==> src/hdl/i2c_host_pkg.sv <==
// shared constants and state codes for the two-wire bus master
package i2c_host_pkg;

  // core clock and bit timing
  localparam int unsigned CORE_PERIOD_NS  = 25;
  localparam int unsigned SCL_PERIOD_NS   = 10000;
  // a quarter of the bit time is a least time: round up
  localparam int unsigned SCL_QUARTER_CYC =
    (SCL_PERIOD_NS / 4 + CORE_PERIOD_NS - 1) / CORE_PERIOD_NS;

  // bit positions within a nine-bit segment
  localparam logic [3:0] BIT_FIRST = 4'h0;
  localparam logic [3:0] BIT_ACK   = 4'h8;

  // released line level and driven level
  localparam logic LINE_IDLE = 1'b1;
  localparam logic LINE_LOW  = 1'b0;

  // byte loaded while receiving, keeps the data line released
  localparam logic [7:0] RX_FILL = 8'hFF;

  typedef enum logic [9:0] {
    S_IDLE   = 10'h001,
    S_START  = 10'h002,
    S_LOW    = 10'h004,
    S_HIGH   = 10'h008,
    S_STOP_A = 10'h010,
    S_STOP_B = 10'h020,
    S_STOP_C = 10'h040,
    S_RS_A   = 10'h080,
    S_RS_B   = 10'h100,
    S_LOST   = 10'h200
  } state_t;

endpackage : i2c_host_pkg

==> src/hdl/i2c_bus_master.sv <==
// byte-level two-wire bus master with arbitration and stretch support
`timescale 1ns/1ps
module i2c_bus_master
  import i2c_host_pkg::*;
#(
  parameter int unsigned QUARTER = SCL_QUARTER_CYC,
  parameter int unsigned CNT_W   = 10
) (
  // clock and reset
  input  wire logic       core_clk,
  input  wire logic       reset,
  // command
  input  wire logic       cmd_valid,
  output logic            cmd_ready,
  input  wire logic       cmd_start,
  input  wire logic       cmd_stop,
  input  wire logic       cmd_read,
  input  wire logic       cmd_last,
  input  wire logic [6:0] cmd_addr,
  input  wire logic [7:0] cmd_wdata,
  // result
  output logic            done,
  output logic            ack_rcvd,
  output logic [7:0]      rd_data,
  output logic            arb_lost,
  output logic            bus_busy,
  output logic            bus_owned,
  // clock line
  input  wire logic       scl_i,
  output logic            scl_o,
  output logic            scl_oe,
  // data line
  input  wire logic       sda_i,
  output logic            sda_o,
  output logic            sda_oe
);

  localparam logic [CNT_W-1:0] Q_END = CNT_W'(QUARTER - 1);
  localparam logic [CNT_W-1:0] H_END = CNT_W'(2 * QUARTER - 1);
  localparam logic [CNT_W-1:0] CNT_ONE = CNT_W'(1);

  typedef struct packed {
    state_t           st;
    logic [CNT_W-1:0] cnt;
    logic [3:0]       bit_idx;
    logic [7:0]       sh;
    logic             tx;
    logic             rd_dir;
    logic             last;
    logic             stop;
    logic             own;
    logic             seen_high;
    logic             scl_oe;
    logic             sda_oe;
    logic             done;
    logic             arb_lost;
    logic             ack;
    logic [7:0]       rdata;
  } ctl_t;

  ctl_t r;
  ctl_t nxt;
  logic scl_s;
  logic sda_s;
  logic samp;
  logic accept;

  ////////////////////////////////////////////////////////////////////////////
  // line synchronisers and bus condition tracking

  i2c_line_sync u_scl_sync (
    .core_clk  (core_clk),
    .reset     (reset),
    .line_in   (scl_i),
    .line_sync (scl_s)
  );

  i2c_line_sync u_sda_sync (
    .core_clk  (core_clk),
    .reset     (reset),
    .line_in   (sda_i),
    .line_sync (sda_s)
  );

  i2c_bus_monitor u_monitor (
    .core_clk   (core_clk),
    .reset      (reset),
    .scl_s      (scl_s),
    .sda_s      (sda_s),
    .start_seen (),
    .stop_seen  (),
    .bus_busy   (bus_busy)
  );

  ////////////////////////////////////////////////////////////////////////////
  // command handshake

  // a fresh message waits for an idle bus unless we already hold it
  assign cmd_ready = (r.st == S_IDLE)
                     && (r.own || (cmd_start && !bus_busy));
  assign accept    = cmd_valid && cmd_ready;
  // first cycle of a clock high phase actually seen on the line
  assign samp      = (r.st == S_HIGH) && !r.seen_high && scl_s;

  ////////////////////////////////////////////////////////////////////////////
  // bus sequencer

  always_comb begin
    nxt          = r;
    nxt.done     = 1'b0;
    nxt.arb_lost = 1'b0;
    case (r.st)
      S_IDLE: begin
        if (accept) begin
          nxt.stop    = cmd_stop;
          nxt.last    = cmd_last;
          nxt.bit_idx = BIT_FIRST;
          nxt.cnt     = '0;
          if (cmd_start) begin
            nxt.sh     = {cmd_addr, cmd_read};
            nxt.rd_dir = cmd_read;
            nxt.tx     = 1'b1;
            if (r.own) begin
              nxt.st = S_RS_A;
            end else begin
              nxt.sda_oe = 1'b1;
              nxt.st     = S_START;
            end
          end else begin
            // roles follow the direction bit
            nxt.tx = !r.rd_dir;
            nxt.sh = r.rd_dir ? RX_FILL : cmd_wdata;
            nxt.st = S_LOW;
          end
        end
      end
      S_START: begin
        nxt.cnt = r.cnt + CNT_ONE;
        if (r.cnt == H_END) begin
          nxt.scl_oe = 1'b1;
          nxt.own    = 1'b1;
          nxt.cnt    = '0;
          nxt.st     = S_LOW;
        end
      end
      S_LOW: begin
        nxt.cnt = r.cnt + CNT_ONE;
        // data moves a quarter after the falling edge
        if (r.cnt == Q_END) begin
          if (r.bit_idx == BIT_ACK) begin
            // transmitter lets go, receiver acks unless last
            nxt.sda_oe = !r.tx && !r.last;
          end else begin
            nxt.sda_oe = r.tx && !r.sh[7];
          end
        end
        if (r.cnt == H_END) begin
          nxt.scl_oe    = 1'b0;
          nxt.cnt       = '0;
          nxt.seen_high = 1'b0;
          nxt.st        = S_HIGH;
        end
      end
      S_HIGH: begin
        // a stretched clock holds us here with the count parked
        if (samp) begin
          nxt.seen_high = 1'b1;
          if (r.bit_idx == BIT_ACK) begin
            nxt.ack = r.tx ? !sda_s : !r.last;
          end else begin
            nxt.sh = {r.sh[6:0], sda_s};
            // released high but read low: someone else owns the bus
            if (r.tx && !r.sda_oe && !sda_s) begin
              nxt.st       = S_LOST;
              nxt.scl_oe   = 1'b0;
              nxt.sda_oe   = 1'b0;
              nxt.arb_lost = 1'b1;
              nxt.own      = 1'b0;
            end
          end
        end else if (r.seen_high) begin
          nxt.cnt = r.cnt + CNT_ONE;
          if (r.cnt == H_END) begin
            nxt.cnt    = '0;
            nxt.scl_oe = 1'b1;
            if (r.bit_idx == BIT_ACK) begin
              nxt.done  = 1'b1;
              nxt.rdata = r.sh;
              nxt.st    = r.stop ? S_STOP_A : S_IDLE;
            end else begin
              nxt.bit_idx = r.bit_idx + 4'h1;
              nxt.st      = S_LOW;
            end
          end
        end
      end
      S_STOP_A: begin
        nxt.cnt = r.cnt + CNT_ONE;
        if (r.cnt == Q_END) begin
          nxt.sda_oe = 1'b1;
        end
        if (r.cnt == H_END) begin
          nxt.scl_oe = 1'b0;
          nxt.cnt    = '0;
          nxt.st     = S_STOP_B;
        end
      end
      S_STOP_B: begin
        nxt.cnt = scl_s ? r.cnt + CNT_ONE : '0;
        if (scl_s && r.cnt == H_END) begin
          nxt.sda_oe = 1'b0;
          nxt.cnt    = '0;
          nxt.st     = S_STOP_C;
        end
      end
      S_STOP_C: begin
        // bus free time before another start
        nxt.cnt = r.cnt + CNT_ONE;
        if (r.cnt == H_END) begin
          nxt.own = 1'b0;
          nxt.cnt = '0;
          nxt.st  = S_IDLE;
        end
      end
      S_RS_A: begin
        nxt.cnt = r.cnt + CNT_ONE;
        if (r.cnt == Q_END) begin
          nxt.sda_oe = 1'b0;
        end
        if (r.cnt == H_END) begin
          nxt.scl_oe = 1'b0;
          nxt.cnt    = '0;
          nxt.st     = S_RS_B;
        end
      end
      S_RS_B: begin
        nxt.cnt = scl_s ? r.cnt + CNT_ONE : '0;
        if (scl_s && r.cnt == H_END) begin
          // slaves reset on this as on any start
          nxt.sda_oe = 1'b1;
          nxt.cnt    = '0;
          nxt.st     = S_START;
        end
      end
      S_LOST: begin
        if (!bus_busy) begin
          nxt.st = S_IDLE;
        end
      end
      default: begin
        nxt = '{st: S_IDLE, default: '0};
      end
    endcase
  end

  always_ff @(posedge core_clk) begin
    if (reset) begin
      r <= '{st: S_IDLE, default: '0};
    end else begin
      r <= nxt;
    end
  end

  ////////////////////////////////////////////////////////////////////////////
  // outputs

  // open-drain: output data is always low, only the enables move
  assign scl_o     = LINE_LOW;
  assign sda_o     = LINE_LOW;
  assign scl_oe    = r.scl_oe;
  assign sda_oe    = r.sda_oe;
  assign done      = r.done;
  assign ack_rcvd  = r.ack;
  assign rd_data   = r.rdata;
  assign arb_lost  = r.arb_lost;
  assign bus_owned = r.own;
endmodule : i2c_bus_master

==> src/hdl/i2c_bus_monitor.sv <==
// start, stop and bus-busy tracking on synchronised lines
`timescale 1ns/1ps
module i2c_bus_monitor
  import i2c_host_pkg::*;
(
  // clock and reset
  input  wire logic core_clk,
  input  wire logic reset,
  // synchronised lines
  input  wire logic scl_s,
  input  wire logic sda_s,
  // bus conditions
  output logic      start_seen,
  output logic      stop_seen,
  output logic      bus_busy
);

  typedef struct packed {
    logic scl_q;
    logic sda_q;
    logic low_seen;
    logic busy;
    logic start_p;
    logic stop_p;
  } mon_t;

  mon_t r;
  mon_t nxt;
  logic is_start;
  logic is_stop;

  assign is_start = r.scl_q && scl_s && r.sda_q && !sda_s;
  // a stop needs one low clock since the start
  assign is_stop  = r.scl_q && scl_s && !r.sda_q && sda_s
                    && r.low_seen;

  always_comb begin
    nxt         = r;
    nxt.scl_q   = scl_s;
    nxt.sda_q   = sda_s;
    nxt.start_p = is_start;
    nxt.stop_p  = is_stop;
    if (is_start) begin
      nxt.busy     = 1'b1;
      nxt.low_seen = 1'b0;
    end else if (!scl_s) begin
      nxt.low_seen = 1'b1;
    end
    if (is_stop) begin
      nxt.busy = 1'b0;
    end
  end

  always_ff @(posedge core_clk) begin
    if (reset) begin
      r <= '{scl_q: LINE_IDLE, sda_q: LINE_IDLE, default: '0};
    end else begin
      r <= nxt;
    end
  end

  assign start_seen = r.start_p;
  assign stop_seen  = r.stop_p;
  assign bus_busy   = r.busy;
endmodule : i2c_bus_monitor

==> src/hdl/i2c_line_sync.sv <==
// two-stage synchroniser for one bus line
`timescale 1ns/1ps
module i2c_line_sync
  import i2c_host_pkg::*;
(
  // clock and reset
  input  wire logic core_clk,
  input  wire logic reset,
  // line in, synchronised level out
  input  wire logic line_in,
  output logic      line_sync
);

  typedef struct packed {
    logic meta;
    logic q;
  } sync_t;

  sync_t r;
  sync_t nxt;

  // the first stage feeds only the second
  always_comb begin
    nxt      = r;
    nxt.meta = line_in;
    nxt.q    = r.meta;
  end

  always_ff @(posedge core_clk) begin
    if (reset) begin
      r <= '{meta: LINE_IDLE, q: LINE_IDLE};
    end else begin
      r <= nxt;
    end
  end

  assign line_sync = r.q;

endmodule : i2c_line_sync
==> config.mk <==
export PLATFORM = sky130hd
export DESIGN_NAME = i2c_bus_master
export DESIGN_NICKNAME = d
export VERILOG_FILES = /design/src/hdl/i2c_host_pkg.sv /design/src/hdl/i2c_bus_master.sv /design/src/hdl/i2c_bus_monitor.sv /design/src/hdl/i2c_line_sync.sv
export SDC_FILE = /design/constraint.sdc
export NUM_CORES = 1
export LEC_CHECK = 0
export BUFFER_PORTS_ARGS = -buffer_cell sky130_fd_sc_hd__buf_2
export CORE_MARGIN = 2
export CORE_UTILIZATION = 41
export DETAILED_ROUTE_END_ITERATION = 7
export PLACE_DENSITY = 0.66
export SYNTH_ARGS = -nofsm -noshare
export SYNTH_HDL_FRONTEND = slang
export SYNTH_HIERARCHICAL = 1
export SYNTH_SLANG_ARGS = --single-unit
==> constraint.sdc <==
create_clock -name core_clk -period 7.4 [get_ports core_clk]
set_input_delay 1.11 -clock core_clk [delete_from_list [all_inputs] [get_ports core_clk]]
set_output_delay 1.11 -clock core_clk [all_outputs]
set_load 0.03 [all_outputs]
==> results.sh, run 1 <==
export IMPL_hold_path_class="reg2reg"
export IMPL_synthesis_warnings=6
export IMPL_syn_area_mm2=0.00352
export IMPL_instances_no_fill=570
export IMPL_drc=0
export IMPL_worstPathMaxFanout=14
export IMPL_gr_usage_all_layers=0.206
export IMPL_floorplan_initialDensity=0.427
export IMPL_vdd_ir_drop_max_uv=115
export IMPL_drt_pass1_iter_count=5
export IMPL_clk_insertion_delay_late_ps=350
export IMPL_maxSlewHeadroom=0.387
export IMPL_final_hold_violation_count=0
export IMPL_whs_path_depth=1
export IMPL_post_cts_repair_setup_buffers=0
export IMPL_placement_row_count=33
export IMPL_outcome="finished clean"
export IMPL_route_layer_met1_wl_um=4140
export IMPL_setup_violations_final=0
export IMPL_placedCellCount=554
export IMPL_wl_met2_um=4440
export IMPL_final_max_slew_violation_count=0
export IMPL_cap_viol_max_count=0
export IMPL_number_of_cells_produced_by_synthesis=442
export IMPL_postSynthAreaPerCell_um2=7.97
export IMPL_drt_wl_total_um=9520
export IMPL_final_antenna_net_count=0
export IMPL_arrival_ps=2470
export IMPL_vias=3440
export IMPL_power_leakage_nw=1.52
export IMPL_die_width_um=96.7
export IMPL_crit_type="reg2out"
export IMPL_wl_per_cell_um=16.7
export IMPL_die_height_um=96.7
export IMPL_core_area_mm2=0.00826
export IMPL_power_density_mw_per_mm2=270
export IMPL_clock_sinks=59
export IMPL_grt_first_pass_wirelength_um=15900
export IMPL_routability_congestion_estimate_from_global_placement=1.01
export IMPL_number_of_drc_markers_after_the_initial_detailed_route_iteration=347
export IMPL_clk_transition_reported_paths_ps=70
export IMPL_start_kind="flop"
export IMPL_clk_root_buffer_cell="sky130_fd_sc_hd__clkbuf_8"
export IMPL_post_route_min_period_ps=3580
export IMPL_first_global_vias=3168
export IMPL_htree_levels=3
export IMPL_grt_setup_unrepaired="no"
export IMPL_die_area_mm2=0.00935
export IMPL_cts_tree="done"
export IMPL_max_slew_worst_pin_slew_ps=914
export IMPL_dpl_hpwl_um=6740
export IMPL_number_of_antenna_violations_at_the_first_check_in_global_routing=0
export IMPL_endpoint_kind="output port"
export IMPL_routed_top_layer="met4"
export IMPL_r2r_worst_path_cells=6
export IMPL_ctsResizeCount=0
export IMPL_final_layout_size_suffix_gt1_frac=0.172
export IMPL_holdBufCountCts=0
export IMPL_top_level_ports=42
export IMPL_overflow_left_after_global_routing=0
export IMPL_max_clock_path_buffers=2
export IMPL_met3_layer_wire_length_in_the_routed_design_um=738
export IMPL_layout_worst_path_cycle_share=0.484
export IMPL_clock_fmax_ghz=0.279
export IMPL_viasPerCell=6.04
export IMPL_worst_clock_skew_ps=12.2
export IMPL_final_setup_tns_ps=0
export IMPL_diodes=0
export IMPL_final_net_count=487
export IMPL_req_time_crit_path_ps=6290
export IMPL_tritoncts_num_buffers=9
export IMPL_areaGrowthSynthToFinish_pct=10.0
export IMPL_n_fill_cell=826
export IMPL_io_buffers=39
export IMPL_grt_start_max_net_pins=59
## worst max-delay path, stage by stage, from the launching register on
cell                      delay [ps]
sky130_fd_sc_hd__dfxtp_1         630
sky130_fd_sc_hd__nor4b_1         520
sky130_fd_sc_hd__nand3_1         510
sky130_fd_sc_hd__nor2_1          230
sky130_fd_sc_hd__buf_2           220
## sequential cells by signal (all words and copies together) (netlist names)
register              count
arb_lost                  1
bus_owned                 1
done                      1
u_monitor/r               3
r                        37
u_sda_sync/nxt            1
u_sda_sync/line_sync      1
rd_data                   8
ack_rcvd                  1
scl_oe                    1
sda_oe                    1
u_scl_sync/line_sync      1
u_monitor/bus_busy        1
u_scl_sync/nxt            1
## placed cells by master, fill, tap and decap left out, types with 5 or more instances in the layout
cell type / n
sky130_fd_sc_hd__a31oi_1: 10
sky130_fd_sc_hd__nand3_1: 14
sky130_fd_sc_hd__nand2b_1: 8
sky130_fd_sc_hd__and2_1: 10
sky130_fd_sc_hd__dfxtp_1: 59
sky130_fd_sc_hd__nand4_1: 5
sky130_fd_sc_hd__mux2i_1: 13
sky130_fd_sc_hd__or2_1: 6
sky130_fd_sc_hd__nor3_1: 26
sky130_fd_sc_hd__xor2_1: 5
sky130_fd_sc_hd__a21oi_1: 19
sky130_fd_sc_hd__nor2_1: 43
sky130_fd_sc_hd__clkbuf_8: 10
sky130_fd_sc_hd__o21ai_0: 28
sky130_fd_sc_hd__nand2_1: 34
sky130_fd_sc_hd__or3_1: 15
sky130_fd_sc_hd__o32ai_1: 5
sky130_fd_sc_hd__nor4_1: 6
sky130_fd_sc_hd__o31ai_1: 5
sky130_fd_sc_hd__buf_2: 39
sky130_fd_sc_hd__inv_1: 12
## final timing paths
kind                            slack, ps                   end              start
worst max-delay path                 3820             cmd_ready              r[41]
worst min-delay path                  410  u_sda_sync/line_sync  u_sda_sync/nxt[0]
worst max register to register       4320                 r[34]              r[48]
worst min register to register        410  u_sda_sync/line_sync  u_sda_sync/nxt[0]
## stage by stage
step	setup slack, ps	total power, mW	util	cell area, µm²	hold slack, ps
after floorplan	4450	0.683	-	3530	383
after global placement	4350	0.763	0.447	3690	386
after detailed placement	4250	0.768	0.447	3690	389
after CTS	3870	1.05	0.469	3880	407
after global routing	3690	1.11	0.469	3880	420
final	3820	1.05	0.469	3880	406
## final cells by class
| type | count | area, µm² | area share |
|---|---|---|---|
| multi-input combinational | 337 | 2120 | 0.547 |
| sequential | 59 | 1180 | 0.305 |
| timing repair buffer | 41 | 210 | 0.0542 |
| clock buffer | 10 | 138 | 0.0355 |
| tap | 105 | 131 | 0.0339 |
| clock inverter | 6 | 48.8 | 0.0126 |
| inverter | 12 | 45.0 | 0.0116 |
## report_power, final
part / internal, mW / leakage [nW] / switching, mW / total, mW
clock: 0.133 / 0.0855 / 0.145 / 0.279
sequential: 0.355 / 0.480 / 0.0433 / 0.398
combinational: 0.145 / 0.956 / 0.224 / 0.369
## per-layer routing
metal | GRT usage | vias up
met5 | 0 | -
met4 | 0.0693 | 0
met3 | 0.0650 | 21
met2 | 0.328 | 165
met1 | 0.266 | 1606
li1 | - | 1648
(Power assumes the default switching activity.)
==> run 2: changes to the inputs <==
==> constraint.sdc (replaced) <==
create_clock -name core_clk -period 3.7 [get_ports core_clk]
set_input_delay 0.555 -clock core_clk [delete_from_list [all_inputs] [get_ports core_clk]]
set_output_delay 0.555 -clock core_clk [all_outputs]
set_load 0.03 [all_outputs]
==> run 2 against run 1 <==
Flip-flop and latch count unchanged. Critical path depth increased by 2. First-iteration DRC count increased by 33%. Sequential power increased by 100%. Worst setup slack got worse by 3100 ps. Largest power group unchanged. Non-clock buffer count increased by 3.
==> results.sh, run 2 (same netlist as run 1, synthesis figures left out) <==
export IMPL_routability_congestion_estimate_from_global_placement=0.984
export IMPL_critical_path_reg2reg_startpoint="r[42]"
export IMPL_fin_worst_hold_slack_ps=391
export IMPL_clk_root_buffer_cell="sky130_fd_sc_hd__clkbuf_8"
export IMPL_diodes=0
export IMPL_r2r_slack_ps=690
export IMPL_vdd_ir_drop_max_uv=219
export IMPL_area_after_detailed_placement_mm2=0.00371
export IMPL_req_time_crit_path_ps=3980
export IMPL_max_clock_path_buffers=2
export IMPL_r2r_worst_path_cells=6
export IMPL_drt_pass1_iter_count=5
export IMPL_globalRoute_busiestLayer="met2"
export IMPL_grt_util_met3=0.0484
export IMPL_endpoint_kind="flop"
export IMPL_holdBufCountCts=0
export IMPL_dpl_worst_slack_ps=751
export IMPL_drc=0
export IMPL_cts_tree="done"
export IMPL_worstPathMaxFanout=15
export IMPL_layout_cells_most_common_list="sky130_fd_sc_hd__dfxtp_1 (59), sky130_fd_sc_hd__nor2_1 (43), sky130_fd_sc_hd__buf_2 (39), sky130_fd_sc_hd__nand2_1 (34), sky130_fd_sc_hd__o21ai_0 (28)"
export IMPL_timing_final_ws_setup_ps=693
export IMPL_r2r_end="r[38]"
export IMPL_report_power_total_mw=2.12
export IMPL_setup_violations_final=0
export IMPL_grt_util_met1=0.281
export IMPL_crit_type="reg2reg"
export IMPL_core_area_mm2=0.00826
export IMPL_final_setup_tns_ps=0
export IMPL_vias=3456
export IMPL_power_leakage_nw=1.54
export IMPL_number_of_antenna_violations_at_the_first_check_in_global_routing=0
export IMPL_clk_insertion_delay_late_ps=340
export IMPL_min_delay_worst_endpoint="u_scl_sync/nxt[0]"
export IMPL_die_area_mm2=0.00935
export IMPL_overflow_left_after_global_routing=0
export IMPL_wl_per_cell_um=16.7
export IMPL_final_hold_violation_count=0
export IMPL_finish_instance_area_mm2=0.00390
export IMPL_arrival_ps=3290
export IMPL_final_net_count=490
export IMPL_io_buffers=39
export IMPL_final_layout_size_suffix_gt1_frac=0.176
export IMPL_cap_viol_max_count=0
export IMPL_grt_first_pass_wirelength_um=15600
export IMPL_die_height_um=96.7
export IMPL_final_antenna_net_count=0
export IMPL_clock_fmax_ghz=0.333
export IMPL_die_width_um=96.7
export IMPL_floorplan_initialDensity=0.427
export IMPL_power_density_mw_per_mm2=544
export IMPL_ctsResizeCount=0
export IMPL_grt_start_max_net_pins=32
export IMPL_clk_transition_reported_paths_ps=70
export IMPL_outcome="finished clean"
export IMPL_largest_register="r"
export IMPL_tritoncts_num_buffers=9
export IMPL_post_route_min_period_ps=3010
export IMPL_gr_usage_all_layers=0.203
export IMPL_first_global_vias=3138
export IMPL_largest_register_ffs=37
export IMPL_areaGrowthSynthToFinish_pct=10.8
export IMPL_hold_path_class="in2reg"
export IMPL_maxSlewHeadroom=0.406
export IMPL_max_slew_worst_pin_slew_ps=887
export IMPL_grt_setup_unrepaired="no"
export IMPL_worst_clock_skew_ps=13.3
export IMPL_mostFrequentLayoutCell="sky130_fd_sc_hd__dfxtp_1"
export IMPL_worst_hold_startpoint="scl_i"
export IMPL_whs_path_depth=2
export IMPL_met2_usage=0.301
export IMPL_layout_worst_path_cycle_share=0.813
export IMPL_number_of_drc_markers_after_the_initial_detailed_route_iteration=463
export IMPL_drt_wl_total_um=9550
export IMPL_start_kind="flop"
export IMPL_clock_sinks=59
export IMPL_post_cts_repair_setup_buffers=0
export IMPL_top_level_ports=42
export IMPL_htree_levels=3
export IMPL_dpl_hpwl_um=6920
export IMPL_final_max_slew_violation_count=0
export IMPL_placement_row_count=33
export IMPL_viasPerCell=6.04
## run 2: changes by cell type in the layout (fill, tap and decap cells not counted), sizes merged
cell / change
clkinvlp: -1
clkinv: +2
inv: -2
clkbuf: -1
buf: +3
bufinv: +1
## run 2: final cells by class
class                           count  area [µm²]
Timing Repair Buffer               44         233
Multi-Input combinational cell    337        2120
Sequential cell                    59        1180
Fill cell                         843        4350
Clock buffer                        9         124
Clock inverter                      6        67.6
Tap cell                          105         131
Inverter                           12        45.0
## run 2: report_power, final
group,internal [mW],switching (mW)
clock network,0.308,0.267
registers,0.711,0.0857
logic,0.301,0.453
## run 2: worst max path at each step
stage / end / depth (start not counted) / slack, ps / from
after floorplan: r[30] / 6 / 1230 / r[34]
after global placement: r[34] / 6 / 810 / r[42]
after detailed placement: r[34] / 6 / 750 / r[42]
after CTS: r[34] / 6 / 760 / r[42]
after global routing: r[38] / 6 / 570 / r[42]
final: r[38] / 6 / 690 / r[42]
## run 2: routing by layer
metal / routed length [µm] / vias up / share of wire
met1: 4290 / 1590 / 0.45
met5: 0 / - / 0
met2: 4170 / 179 / 0.44
met3: 790 / 31 / 0.083
li1: - / 1656 / -
met4: 296 / 0 / 0.031
## run 2: stage by stage
step,utilization,std cells
2_1_floorplan,-,443
5_1_grt,0.473,572
3_5_place_dp,0.450,557
3_3_place_gp,0.450,557
6_report,0.473,572
4_1_cts,0.473,572
## run 2: critical path, cell delays in order (launching register included)
cell and delay [ps]:
sky130_fd_sc_hd__dfxtp_1 480, sky130_fd_sc_hd__or4_4 620, sky130_fd_sc_hd__or4_4 570, sky130_fd_sc_hd__o21ai_0 470, sky130_fd_sc_hd__o211ai_1 360, sky130_fd_sc_hd__nor4_1 340
sky130_fd_sc_hd__a21o_1 110
==> run 3: changes to the inputs <==
--- a/config.mk
+++ b/config.mk
@@ -5,6 +5,7 @@
 export SDC_FILE = /design/constraint.sdc
 export NUM_CORES = 1
 export LEC_CHECK = 0
+export ABC_AREA = 1
 export BUFFER_PORTS_ARGS = -buffer_cell sky130_fd_sc_hd__buf_2
 export CORE_MARGIN = 2
 export CORE_UTILIZATION = 41
==> constraint.sdc (replaced) <==
create_clock -name core_clk -period 3.1 [get_ports core_clk]
set_input_delay 0.465 -clock core_clk [delete_from_list [all_inputs] [get_ports core_clk]]
set_output_delay 0.465 -clock core_clk [all_outputs]
set_load 0.03 [all_outputs]
==> run 3 against run 2 <==
Via count is 5.5% higher. Synthesized area rose by 3.5%. Register-to-register slack improved by 190 ps. Fmax is 36% higher. Combinational power rose to 2.8 times the previous value. Critical path depth up 6. Worst setup slack gained 190 ps. First-iteration DRC count shrank 35%. Die area increased by 3.4%. Largest power group is now combinational cells.
==> results.sh, run 3 <==
export IMPL_htree_levels=3
export IMPL_power_leakage_nw=1.94
export IMPL_clk_root_buffer_cell="sky130_fd_sc_hd__clkbuf_8"
export IMPL_whs_path_depth=3
export IMPL_dpl_hpwl_um=7720
export IMPL_holdBufCountCts=0
export IMPL_largest_register="r"
export IMPL_first_global_vias=3384
export IMPL_endpoint_kind="flop"
export IMPL_outcome="finished clean"
export IMPL_drt_pass1_iter_count=5
export IMPL_diodes=0
export IMPL_r2r_worst_path_cells=12
export IMPL_vias=3645
export IMPL_maxSlewHeadroom=0.382
export IMPL_drt_wl_total_um=10100
export IMPL_final_antenna_net_count=0
export IMPL_drc=0
export IMPL_layout_cells_most_common_list="sky130_fd_sc_hd__nand2_1 (112), sky130_fd_sc_hd__nor2_1 (82), sky130_fd_sc_hd__inv_1 (73), sky130_fd_sc_hd__dfxtp_1 (59), sky130_fd_sc_hd__buf_2 (39)"
export IMPL_wl_per_cell_um=14.6
export IMPL_number_of_drc_markers_after_the_initial_detailed_route_iteration=302
export IMPL_hold_path_class="in2reg"
export IMPL_clock_sinks=59
export IMPL_grt_setup_unrepaired="no"
export IMPL_cts_tree="done"
export IMPL_finish_utilization=0.472
export IMPL_clk_transition_reported_paths_ps=70
export IMPL_crit_type="reg2reg"
export IMPL_routability_congestion_estimate_from_global_placement=0.975
export IMPL_start_kind="flop"
export IMPL_viasPerCell=5.24
export IMPL_die_width_um=98.3
export IMPL_power_density_mw_per_mm2=972
export IMPL_placement_row_count=34
export IMPL_worstPathMaxFanout=11
export IMPL_io_buffers=39
export IMPL_synthesis_warnings=6
export IMPL_vdd_ir_drop_max_uv=316
export IMPL_ctsResizeCount=0
export IMPL_grt_start_max_net_pins=31
export IMPL_worst_clock_skew_ps=12.1
export IMPL_tritoncts_num_buffers=9
export IMPL_post_cts_repair_setup_buffers=0
export IMPL_clk_insertion_delay_late_ps=350
export IMPL_area_after_detailed_placement_mm2=0.00387
export IMPL_core_area_mm2=0.00868
export IMPL_final_hold_violation_count=0
export IMPL_cap_viol_max_count=0
export IMPL_combined_area_of_the_multi_input_logic_cells_mm2=0.00205
export IMPL_setup_violations_final=0
export IMPL_n_fill_cell=922
export IMPL_mostFrequentLayoutCell="sky130_fd_sc_hd__nand2_1"
export IMPL_max_slew_worst_pin_slew_ps=927
export IMPL_largest_register_ffs=37
export IMPL_final_layout_size_suffix_gt1_frac=0.177
export IMPL_number_of_antenna_violations_at_the_first_check_in_global_routing=0
export IMPL_layout_worst_path_cycle_share=0.715
export IMPL_floorplan_initialDensity=0.420
export IMPL_final_max_slew_violation_count=0
export IMPL_max_clock_path_buffers=2
export IMPL_top_level_ports=42
export IMPL_final_setup_tns_ps=0
export IMPL_clock_fmax_ghz=0.451
export IMPL_grt_first_pass_wirelength_um=16400
export IMPL_post_route_min_period_ps=2220
export IMPL_final_net_count=609
export IMPL_req_time_crit_path_ps=3340
export IMPL_number_of_cells_produced_by_synthesis=549
export IMPL_gr_usage_all_layers=0.212
export IMPL_syn_area_mm2=0.00365
export IMPL_finish_instance_area_mm2=0.00409
export IMPL_area_sequential_mm2=0.00118
export IMPL_postSynthAreaPerCell_um2=6.64
export IMPL_die_area_mm2=0.00967
export IMPL_areaGrowthSynthToFinish_pct=12.2
export IMPL_die_height_um=98.3
export IMPL_arrival_ps=2450
export IMPL_overflow_left_after_global_routing=0
run 3: cell count changes in the layout (fill, tap and decap cells not counted), moves of 10 or more:
cell / before / now
sky130_fd_sc_hd__and2_1: 10 / 0
sky130_fd_sc_hd__nor3_1: 26 / 11
sky130_fd_sc_hd__nand2_1: 34 / 112
sky130_fd_sc_hd__inv_1: 12 / 73
sky130_fd_sc_hd__mux2i_1: 13 / 0
sky130_fd_sc_hd__nand3_1: 14 / 24
sky130_fd_sc_hd__nand4_1: 5 / 17
sky130_fd_sc_hd__nand2_2: 0 / 10
sky130_fd_sc_hd__or3_1: 15 / 0
sky130_fd_sc_hd__nor2_1: 43 / 82
sky130_fd_sc_hd__a21oi_1: 19 / 30
run 3: report_power, final:
| group | total, mW | switching [mW] | internal, mW |
|---|---|---|---|
| clock network | 0.806 | 0.311 | 0.495 |
| registers | 1.09 | 0.133 | 0.961 |
| logic | 2.08 | 1.44 | 0.640 |
run 3: path summary, 6_finish.rpt:
check / start / endpoint / slack, ps
max: r[31] / r[48] / 880
min: sda_i / u_sda_sync/nxt[0] / 280
min reg2reg: u_scl_sync/nxt[0] / u_scl_sync/line_sync / 420
max reg2reg: r[31] / r[48] / 880
run 3: cell type report:
| type | count | share of cell area |
|---|---|---|
| timing repair buffer | 41 | 0.0513 |
| sequential | 59 | 0.289 |
| multi-input combinational | 395 | 0.502 |
| tap | 108 | 0.0330 |
| clock buffer | 12 | 0.0379 |
| clock inverter | 4 | 0.0177 |
| inverter | 76 | 0.0697 |
run 3: stage by stage:
step	worst slack, ps	std cells	power, mW	hold WS (ps)
4_1_cts	898	695	3.98	275
3_5_place_dp	913	679	3.16	400
2_1_floorplan	1340	550	2.78	387
5_1_grt	586	695	4.29	290
6_report	884	695	3.98	282
3_3_place_gp	973	679	3.12	394
run 3: critical path: stages, from the launching register on:
cell	delay, ps
sky130_fd_sc_hd__dfxtp_1	330
sky130_fd_sc_hd__ha_1	190
sky130_fd_sc_hd__nand2_1	110
sky130_fd_sc_hd__nor2_1	120
sky130_fd_sc_hd__nand2_1	240
sky130_fd_sc_hd__inv_1	310
sky130_fd_sc_hd__nand2_1	120
sky130_fd_sc_hd__nand2_1	90
sky130_fd_sc_hd__nand2_1	80
sky130_fd_sc_hd__nor2_4	190
sky130_fd_sc_hd__nand2_4	90
sky130_fd_sc_hd__o21ai_0	170
sky130_fd_sc_hd__nor2_1	60
run 3: metal layers:
layer,up-vias,wire (µm),global-route usage
li1,1832,-,-
met1,1649,4610,0.283
met2,138,4570,0.340
met3,26,698,0.0401
met4,0,240,0.0822
met5,-,0,0
